File: config.mk
export PLATFORM = sky130hd
export DESIGN_NAME = tmc_top
export DESIGN_NICKNAME = d
export VERILOG_FILES = /design/src/hdl/tmc_pkg.sv /design/src/hdl/tmc_top.sv
export SDC_FILE = /design/constraint.sdc
export NUM_CORES = 2
export LEC_CHECK = 0
export BUFFER_PORTS_ARGS = -buffer_cell sky130_fd_sc_hd__buf_2
export CAP_MARGIN = 20
export CORE_ASPECT_RATIO = 1.1
export CORE_UTILIZATION = 46
export DETAILED_ROUTE_END_ITERATION = 6
export GPL_TIMING_DRIVEN = 0
export PLACE_DENSITY_LB_ADDON = 0.08
export SKIP_LAST_GASP = 1
export SLEW_MARGIN = 0
export SYNTH_ARGS = -nofsm -noshare
export SYNTH_HDL_FRONTEND = slang
export SYNTH_SLANG_ARGS = --single-unit
File: constraint.sdc
create_clock -name clk_i -period 9.9 [get_ports clk_i]
set_input_delay 0.495 -clock clk_i [delete_from_list [all_inputs] [get_ports clk_i]]
set_output_delay 0.495 -clock clk_i [all_outputs]
set_load 0.01 [all_outputs]
File: src/hdl/tmc_pkg.sv
// register map, reset values, state and carrier types of the temperature monitor
// assumes a 40 MHz core clock and an 8-bit register file behind Wishbone
package tmc_pkg;
  // ==========================================================
  // register indexes (byte address is four times the index)
  localparam logic [7:0] A_SLOPE_H = 8'h00;
  localparam logic [7:0] A_SLOPE_L = 8'h01;
  localparam logic [7:0] A_OFS_3 = 8'h02;
  localparam logic [7:0] A_OFS_2 = 8'h03;
  localparam logic [7:0] A_OFS_1 = 8'h04;
  localparam logic [7:0] A_OFS_0 = 8'h05;
  localparam logic [7:0] A_DIV = 8'h06;
  localparam logic [7:0] A_CNT_SEL = 8'h07;
  localparam logic [7:0] A_OTP_EN = 8'h0a;
  localparam logic [7:0] A_SOF_EN = 8'h0b;
  localparam logic [7:0] A_SHIFT = 8'h0c;
  localparam logic [7:0] A_PD = 8'h0d;
  localparam logic [7:0] A_DIV_ORD = 8'h0e;
  localparam logic [7:0] A_MUL_DIV = 8'h0f;
  localparam logic [7:0] A_FLOOR = 8'h10;
  localparam logic [7:0] A_CEIL = 8'h11;
  localparam logic [7:0] A_FORCE = 8'h12;
  localparam logic [7:0] A_LAT_INT = 8'h13;
  localparam logic [7:0] A_LAT_DEC = 8'h14;
  localparam logic [7:0] A_LIVE_INT = 8'h15;
  localparam logic [7:0] A_LIVE_DEC = 8'h16;
  localparam logic [7:0] A_NUM = 8'h17;
  localparam logic [7:0] A_REAL_H = 8'h18;
  localparam logic [7:0] A_REAL_L = 8'h19;
  localparam logic [7:0] A_ABS_3 = 8'h1a;
  localparam logic [7:0] A_ABS_2 = 8'h1b;
  localparam logic [7:0] A_ABS_1 = 8'h1c;
  localparam logic [7:0] A_ABS_0 = 8'h1d;
  localparam logic [7:0] A_SUM_3 = 8'h1e;
  localparam logic [7:0] A_SUM_2 = 8'h1f;
  localparam logic [7:0] A_SUM_1 = 8'h20;
  localparam logic [7:0] A_SUM_0 = 8'h21;
  localparam logic [7:0] A_VAL_H = 8'h22;
  localparam logic [7:0] A_VAL_L = 8'h23;
  localparam logic [7:0] A_PAGE = 8'hfd;
  // ==========================================================
  // reset values and codes
  localparam logic [15:0] RST_SLOPE = 16'h0519;
  localparam logic [31:0] RST_OFS = 32'hfdd1_ffff;
  localparam logic [7:0] RST_DIV = 8'h08;
  localparam logic [2:0] RST_CNT_SEL = 3'h7;
  localparam logic [4:0] RST_SHIFT = 5'h05;
  localparam logic [7:0] RST_FLOOR = 8'h00;
  localparam logic [7:0] RST_CEIL = 8'hff;
  localparam logic [7:0] RST_PAGE = 8'h00;
  localparam logic [3:0] PAGE_MON = 4'h6;
  localparam int WIN_EXP_BASE = 9;
  localparam logic [4:0] DIV_LAST = 5'h0f;
  // ==========================================================
  // types
  typedef enum logic [1:0] {
    S_IDLE = 2'b00,
    S_COUNT = 2'b01,
    S_DIV = 2'b11,
    S_DONE = 2'b10
  } tmc_fsm_t;
  typedef struct packed {
    logic cyc;
    logic stb;
    logic we;
    logic [11:0] adr;
    logic [3:0] sel;
    logic [31:0] dat;
  } tmc_wb_req_t;
  typedef struct packed {
    logic ack;
    logic [7:0] rdat;
    logic [7:0] page;
    logic [15:0] slope;
    logic [31:0] ofs;
    logic [7:0] div;
    logic [2:0] cnt_sel;
    logic otp_en;
    logic sof_en;
    logic [4:0] shift;
    logic pd;
    logic div_ord;
    logic mul_div;
    logic [7:0] floor;
    logic [7:0] ceil;
    logic force_lat;
    logic [7:0] lat_int;
    logic [7:0] lat_dec;
    logic [7:0] live_int;
    logic [7:0] live_dec;
    logic [7:0] num;
    logic [15:0] meas_real;
    logic [31:0] abs_res;
    logic [31:0] sum;
    logic [15:0] value;
    tmc_fsm_t fsm;
    logic [7:0] tick_cnt;
    logic [15:0] samp_cnt;
    logic osc_prev;
    logic [15:0] acc;
    logic [15:0] dv_q;
    logic [16:0] dv_r;
    logic [15:0] dv_d;
    logic [4:0] dv_n;
  } tmc_st_t;
endpackage

File: src/hdl/tmc_top.sv
// temperature monitor calculation block with its paged register file on Wishbone
// assumes synchronous inputs, a classic Wishbone master and 8-bit data in lane 0
`timescale 1ns/1ps
module tmc_top
  import tmc_pkg::*;
(
  input wire logic clk_i,
  input wire logic rst_i,
  input wire tmc_pkg::tmc_wb_req_t wb_req_i,
  output logic [31:0] wb_dat_o,
  output logic wb_ack_o,
  input wire logic tm_osc_i,
  input wire logic sof_i,
  input wire logic [15:0] otp_slope_i,
  input wire logic [31:0] otp_offset_i,
  output logic [7:0] temp_int_o,
  output logic [7:0] temp_dec_o
);
  import tmc_pkg::*;

  tmc_st_t s_q;
  tmc_st_t s_d;

  // ==========================================================
  // register read decode
  function automatic logic [7:0] rd_byte(input tmc_st_t s, input logic [7:0] idx,
                                         input logic mon);
    logic [7:0] r;
    r = 8'h00;
    if (idx == A_PAGE)
      r = s.page;
    else if (mon)
    begin
      case (idx)
        A_SLOPE_H: r = s.slope[15:8];
        A_SLOPE_L: r = s.slope[7:0];
        A_OFS_3: r = s.ofs[31:24];
        A_OFS_2: r = s.ofs[23:16];
        A_OFS_1: r = s.ofs[15:8];
        A_OFS_0: r = s.ofs[7:0];
        A_DIV: r = s.div;
        A_CNT_SEL: r = {5'h00, s.cnt_sel};
        A_OTP_EN: r = {7'h00, s.otp_en};
        A_SOF_EN: r = {7'h00, s.sof_en};
        A_SHIFT: r = {3'h0, s.shift};
        A_PD: r = {7'h00, s.pd};
        A_DIV_ORD: r = {7'h00, s.div_ord};
        A_MUL_DIV: r = {7'h00, s.mul_div};
        A_FLOOR: r = s.floor;
        A_CEIL: r = s.ceil;
        A_FORCE: r = {7'h00, s.force_lat};
        A_LAT_INT: r = s.lat_int;
        A_LAT_DEC: r = s.lat_dec;
        A_LIVE_INT: r = s.live_int;
        A_LIVE_DEC: r = s.live_dec;
        A_NUM: r = s.num;
        A_REAL_H: r = s.meas_real[15:8];
        A_REAL_L: r = s.meas_real[7:0];
        A_ABS_3: r = s.abs_res[31:24];
        A_ABS_2: r = s.abs_res[23:16];
        A_ABS_1: r = s.abs_res[15:8];
        A_ABS_0: r = s.abs_res[7:0];
        A_SUM_3: r = s.sum[31:24];
        A_SUM_2: r = s.sum[23:16];
        A_SUM_1: r = s.sum[15:8];
        A_SUM_0: r = s.sum[7:0];
        A_VAL_H: r = s.value[15:8];
        A_VAL_L: r = s.value[7:0];
        default: r = 8'h00;
      endcase
    end
    return r;
  endfunction

  // ==========================================================
  // next state
  always_comb
  begin
    logic hit;
    logic in_map;
    logic mon;
    logic wr;
    logic [7:0] idx;
    logic [7:0] wd;
    logic [7:0] div_last;
    logic tick;
    logic [15:0] acc_n;
    logic [16:0] win;
    logic [16:0] rem;
    logic qbit;
    logic [31:0] sum_n;
    logic [31:0] shifted;
    logic [15:0] val;
    logic done;
    logic lat_go;
    hit = 1'b0;
    in_map = 1'b0;
    mon = 1'b0;
    wr = 1'b0;
    idx = 8'h00;
    wd = 8'h00;
    div_last = 8'h00;
    tick = 1'b0;
    acc_n = 16'h0000;
    win = 17'h0_0000;
    rem = 17'h0_0000;
    qbit = 1'b0;
    sum_n = 32'h0000_0000;
    shifted = 32'h0000_0000;
    val = 16'h0000;
    done = 1'b0;
    lat_go = 1'b0;
    s_d = s_q;

    // bus slave: one wait state, ack drops the cycle after it is given
    hit = wb_req_i.cyc & wb_req_i.stb & ~s_q.ack;
    in_map = (wb_req_i.adr[11:10] == 2'b00);
    idx = wb_req_i.adr[9:2];
    mon = (s_q.page[3:0] == PAGE_MON);
    wr = hit & wb_req_i.we & wb_req_i.sel[0] & in_map;
    wd = wb_req_i.dat[7:0];
    s_d.ack = hit;
    if (hit)
      s_d.rdat = in_map ? rd_byte(s_q, idx, mon) : 8'h00;

    // otp coefficients override software values while enabled
    if (s_q.otp_en)
    begin
      s_d.slope = otp_slope_i;
      s_d.ofs = otp_offset_i;
    end

    // sampling tick; a zero setting behaves as divide by one
    div_last = (s_q.div == 8'h00) ? 8'h00 : s_q.div - 8'h01;
    tick = (s_q.tick_cnt >= div_last);
    s_d.tick_cnt = tick ? 8'h00 : s_q.tick_cnt + 8'h01;

    win = 17'h0_0001 << (WIN_EXP_BASE + int'(s_q.cnt_sel));
    acc_n = s_q.acc;
    if (tm_osc_i & ~s_q.osc_prev & (s_q.acc != 16'hffff))
      acc_n = s_q.acc + 16'h0001;

    case (s_q.fsm)
      S_IDLE:
      begin
        if (!s_q.pd)
        begin
          s_d.fsm = S_COUNT;
          s_d.samp_cnt = 16'h0000;
          s_d.acc = 16'h0000;
          s_d.osc_prev = tm_osc_i;
        end
      end
      S_COUNT:
      begin
        if (s_q.pd)
          s_d.fsm = S_IDLE;
        else if (tick)
        begin
          s_d.osc_prev = tm_osc_i;
          s_d.acc = acc_n;
          s_d.samp_cnt = s_q.samp_cnt + 16'h0001;
          if ({1'b0, s_q.samp_cnt} == win - 17'h0_0001)
          begin
            s_d.meas_real = acc_n;
            if (s_q.mul_div)
            begin
              // numerator shifts out while quotient bits shift in
              s_d.dv_q = s_q.div_ord ? s_q.slope : acc_n;
              s_d.dv_d = s_q.div_ord ? acc_n : s_q.slope;
              s_d.dv_r = 17'h0_0000;
              s_d.dv_n = 5'h00;
              s_d.fsm = S_DIV;
            end
            else
            begin
              s_d.abs_res = {16'h0000, acc_n} * {16'h0000, s_q.slope};
              s_d.fsm = S_DONE;
            end
          end
        end
      end
      S_DIV:
      begin
        // restoring division, one quotient bit per clock; divide by zero gives all ones
        rem = {s_q.dv_r[15:0], s_q.dv_q[15]};
        qbit = (rem >= {1'b0, s_q.dv_d});
        if (qbit)
          rem = rem - {1'b0, s_q.dv_d};
        s_d.dv_r = rem;
        s_d.dv_q = {s_q.dv_q[14:0], qbit};
        s_d.dv_n = s_q.dv_n + 5'h01;
        if (s_q.dv_n == DIV_LAST)
        begin
          s_d.abs_res = {16'h0000, s_q.dv_q[14:0], qbit};
          s_d.fsm = S_DONE;
        end
      end
      S_DONE:
      begin
        sum_n = s_q.abs_res + s_q.ofs;
        shifted = sum_n >> s_q.shift;
        val = shifted[15:0];
        if (val[15:8] < s_q.floor)
          val = {s_q.floor, 8'h00};
        // ceiling checked last so it wins when limits cross
        if (val[15:8] > s_q.ceil)
          val = {s_q.ceil, 8'h00};
        s_d.sum = sum_n;
        s_d.value = val;
        s_d.live_int = val[15:8];
        s_d.live_dec = val[7:0];
        s_d.num = s_q.num + 8'h01;
        done = 1'b1;
        s_d.fsm = S_IDLE;
      end
      default: s_d.fsm = S_IDLE;
    endcase

    // latch follows completion, or frame start in its place when enabled, or force
    lat_go = (s_q.sof_en ? sof_i : done) | s_q.force_lat;
    if (lat_go)
    begin
      s_d.lat_int = s_d.live_int;
      s_d.lat_dec = s_d.live_dec;
    end
    if (s_q.force_lat)
      s_d.force_lat = 1'b0;

    // software writes last, so a write of force in the clearing cycle wins
    if (wr)
    begin
      if (idx == A_PAGE)
        s_d.page = wd;
      else if (mon)
      begin
        case (idx)
          A_SLOPE_H: s_d.slope[15:8] = wd;
          A_SLOPE_L: s_d.slope[7:0] = wd;
          A_OFS_3: s_d.ofs[31:24] = wd;
          A_OFS_2: s_d.ofs[23:16] = wd;
          A_OFS_1: s_d.ofs[15:8] = wd;
          A_OFS_0: s_d.ofs[7:0] = wd;
          A_DIV: s_d.div = wd;
          A_CNT_SEL: s_d.cnt_sel = wd[2:0];
          A_OTP_EN: s_d.otp_en = wd[0];
          A_SOF_EN: s_d.sof_en = wd[0];
          A_SHIFT: s_d.shift = wd[4:0];
          A_PD: s_d.pd = wd[0];
          A_DIV_ORD: s_d.div_ord = wd[0];
          A_MUL_DIV: s_d.mul_div = wd[0];
          A_FLOOR: s_d.floor = wd;
          A_CEIL: s_d.ceil = wd;
          A_FORCE: s_d.force_lat = wd[0];
          default: s_d.page = s_d.page;
        endcase
      end
    end
  end

  // ==========================================================
  // state register
  always_ff @(posedge clk_i)
  begin
    if (rst_i)
    begin
      s_q <= '0;
      s_q.page <= RST_PAGE;
      s_q.slope <= RST_SLOPE;
      s_q.ofs <= RST_OFS;
      s_q.div <= RST_DIV;
      s_q.cnt_sel <= RST_CNT_SEL;
      s_q.shift <= RST_SHIFT;
      s_q.floor <= RST_FLOOR;
      s_q.ceil <= RST_CEIL;
      s_q.fsm <= S_IDLE;
    end
    else
      s_q <= s_d;
  end

  assign wb_dat_o = {24'h00_0000, s_q.rdat};
  assign wb_ack_o = s_q.ack;
  assign temp_int_o = s_q.lat_int;
  assign temp_dec_o = s_q.lat_dec;
endmodule

==> flow_metrics.py <==
metrics = {
    "outcome": {
        "status": "finished, final reports clean",
    },
    "yosys": {
        "ys.flop_type": "dfxtp_1",
        "synthCells": 3665,
        "yosysWarnings": 0,
        "yosysSeqAreaShare_pct": 22.8,
        "ys_types": 97,
        "yosys-top-cells-area": "dfxtp_1 (23%), fa_1 (13%), ha_1 (7.8%)",
        "synth_area_leader_cell": "dfxtp_1",
        "yosysTopAreaCellShare_pct": 22.8,
        "async_flop_share_pct": 0,
        "synth_edf_count": 0,
        "synth_seq_cells": 335,
        "synth.cell_area_mm2": 0.0295,
        "syn_area_per_cell_um2": 8.04,
    },
    "placement": {
        "place_inst": 4623,
        "gp_congestion": 1.01,
        "io_buffers": 92,
        "hpwlAfterDp_mm": 96.2,
        "dpl_worst_slack_ps": -682,
    },
    "global_routing": {
        "grt_max_degree": 20,
        "grt_first_pass_wirelength_mm": 177,
        "grt_pass1_vias": 26600,
        "overflow": 0,
        "antenna_found_initial": 4,
        "grt_usage_pct": 36.8,
    },
    "clocking": {
        "cts_root_buf": "clkbuf_16",
        "path_clk_slew_ps": 60,
        "clockBufferDepth": 3,
        "clkLatencyLatePin_ps": 570,
        "cts_hold_buffers": 0,
        "htree_levels": 2,
        "cts_tree": "built",
        "cts.sinks": 335,
        "cts_inserted_buffers": 41,
    },
    "worst_setup_path": {
        "reg2reg_depth": 31,
        "crit_path_start_kind": "flip-flop",
        "r2r-start": "s_q[57]$_SDFFE_PP0P_",
        "critical-path-max-stage-delay_ps": 570,
        "required_ps": 10310,
        "slowest_stage": "fa_1",
        "crit_fanout": 10,
        "crit_top_cell": "fa_1",
        "critPathLaunch": "s_q[57]$_SDFFE_PP0P_",
        "critPathCaptureType": "flip-flop",
        "path_class": "reg2reg",
        "r2r_slack_ps": 420,
        "r2r-end": "s_q[170]$_SDFFE_PP0P_",
        "crit_end": "s_q[170]$_SDFFE_PP0P_",
        "crit_arrival_ps": 9890,
    },
    "sta": {
        "hold_viol_final": 0,
        "fmax_mhz": 105,
        "rsz0062_at_grt": "yes",
        "fin_crit_ps": 9480,
        "setup_slack_ps": 419,
        "finalMaxSlewViolations": 0,
        "worst_pin_slew_ps": 1170,
        "clock_skew_ps": 25.9,
        "setup_viol": 0,
        "period_share_pct": 95.8,
        "slew_headroom_pct": 21.7,
    },
    "final_layout": {
        "seq_area_mm2": 0.00671,
        "final_cell_mix": "nand2_1 (488), nor2_1 (371), dfxtp_1 (335), inv_1 (283), a21oi_1 (210)",
        "drive_gt1_share_pct": 8.99,
        "synthToLayoutAreaGrowth_pct": 11.1,
        "final_nets": 4315,
        "layout_commonest_cell": "nand2_1",
        "multi_input_area_mm2": 0.0207,
        "final_cells": 4694,
        "fill_cells": 6210,
        "antennaDiodeCount": 0,
    },
    "routing": {
        "viasPerCell": 5.98,
        "wl_mm": 121,
        "drt_pass1_iterations": 6,
        "drt-wirelength-per-cell_um": 25.8,
        "drt-initial-drc-count": 2708,
        "postRouteAntennaNets": 0,
        "num_vias": 28100,
        "drc_errors": 0,
    },
    "power_and_ir_drop": {
        "vdd_ir_drop_max_uv": 96.3,
        "powerDensity_mw_per_mm2": 94.0,
        "power.leakage_nw": 13.8,
    },
    "die": {
        "core_area_mm2": 0.0628,
        "start_util_pct": 46.9,
        "io_pins": 152,
        "die_area_mm2": 0.0651,
        "dieHeight_um": 267,
        "die_w_um": 243,
        "rows": 96,
    },
    "job": {
        "cap_violations": 0,
    },
    "min_path": {
        "min_path_type": "in2reg",
    },
}
==> cells in the mapped netlist (41+ instances only) <==
cell and count:
inv_1 283, dfxtp_1 335, ha_1 184, nor2_1 371, mux2i_1 122, nand3_1 61
nor3_1 66, buf_4 51, and2_1 134, fa_1 196, a21oi_1 211, xor2_1 46
nand2_1 488, clkbuf_1 190, o211ai_1 41, o21ai_0 147, xnor2_1 65, a211oi_1 57
a22oi_1 80, a21o_1 45
==> what timing repair did <==
item | 4_1_cts | 5_1_grt
pin swaps | 0 | 4
endpoints found under the setup margin | 13 | 39
resized for setup | 11 | 21
setup buffers | 0 | 9
==> flip-flops by register name, summed over array words and instances, names as in the netlist <==
name	flops
wb_dat_o	8
temp_dec_o	8
s_q	310
temp_int_o	8
wb_ack_o	1
==> area by class of cell <==
cell class              instances  share of cell area [%]
well taps                     833                    3.18
repair buffers                111                    1.95
clock buffers                  55                    3.51
plain buffers                 263                    3.71
clock inverters                17                   0.711
inverters                     285                    3.27
multi-input cells            2795                    63.2
flip-flops and latches        335                    20.5
==> power by group <==
| part | internal [mW] | leakage [nW] | switching (mW) |
|---|---|---|---|
| clock | 0.947 | 0.672 | 0.647 |
| sequential | 1.35 | 2.70 | 0.00244 |
| combinational | 0.0346 | 10.4 | 0.0979 |
| total | 2.33 | 13.8 | 0.747 |
==> per-stage QoR <==
step	util [%]	instance area (um^2)	hold slack, ps	TNS, ps	total power [mW]
floorplan	-	29600	431	0	1.44
global placement	49.4	31100	442	-13830	1.51
detailed placement	49.7	31200	446	-3640	1.51
CTS	51.9	32600	185	-11.8	3.07
global route	52.1	32700	219	-58.7	3.14
finish	52.1	32700	203	0	3.08
==> worst max-delay path: cells and delay by family, from the launching register on <==
family	cells	cell delay [ps]
simple gates	9	2250
compound gates	7	1520
fa+ha+maj	7	3360
flops	1	290
buf+inv	6	1160
xor+xnor	2	740
==> how the worst min path moves through the flow <==
stage                                       to  slack [ps]  cells past startpoint                  from
after global placement    s_q[70]$_SDFFE_PP0P_         440                      2  s_q[70]$_SDFFE_PP0P_
final                     s_q[70]$_SDFFE_PP0P_         200                      3              tm_osc_i
after CTS                 s_q[70]$_SDFFE_PP0P_         190                      3              tm_osc_i
after floorplan           s_q[70]$_SDFFE_PP0P_         430                      2  s_q[70]$_SDFFE_PP0P_
after detailed placement  s_q[70]$_SDFFE_PP0P_         450                      2  s_q[70]$_SDFFE_PP0P_
after global routing      s_q[70]$_SDFFE_PP0P_         220                      3              tm_osc_i
==> layer usage <==
| metal | global-route usage (%) | vias to the layer above | share of wire (%) |
|---|---|---|---|
| met2 | 59.9 | 1270 | 46 |
| met3 | 5.41 | 324 | 7.9 |
| met5 | 0 | - | 0.011 |
| met4 | 20.9 | 2 | 6.5 |
| li1 | - | 12900 | - |
| met1 | 46.7 | 13600 | 40 |
==> cell families after synthesis <==
family	after synthesis	share of synthesized area [%]
AOI/OAI and AO/OA	809	18.5
and+or+nand+nor	1303	20.1
DFF	335	22.8
buffers and inverters	558	7.84
other	1	0.0127
adders and majority gates	380	21.1
xor gates and xnor gates	111	3.30
muxes	168	6.36
Power figures use the tool's default switching activity.
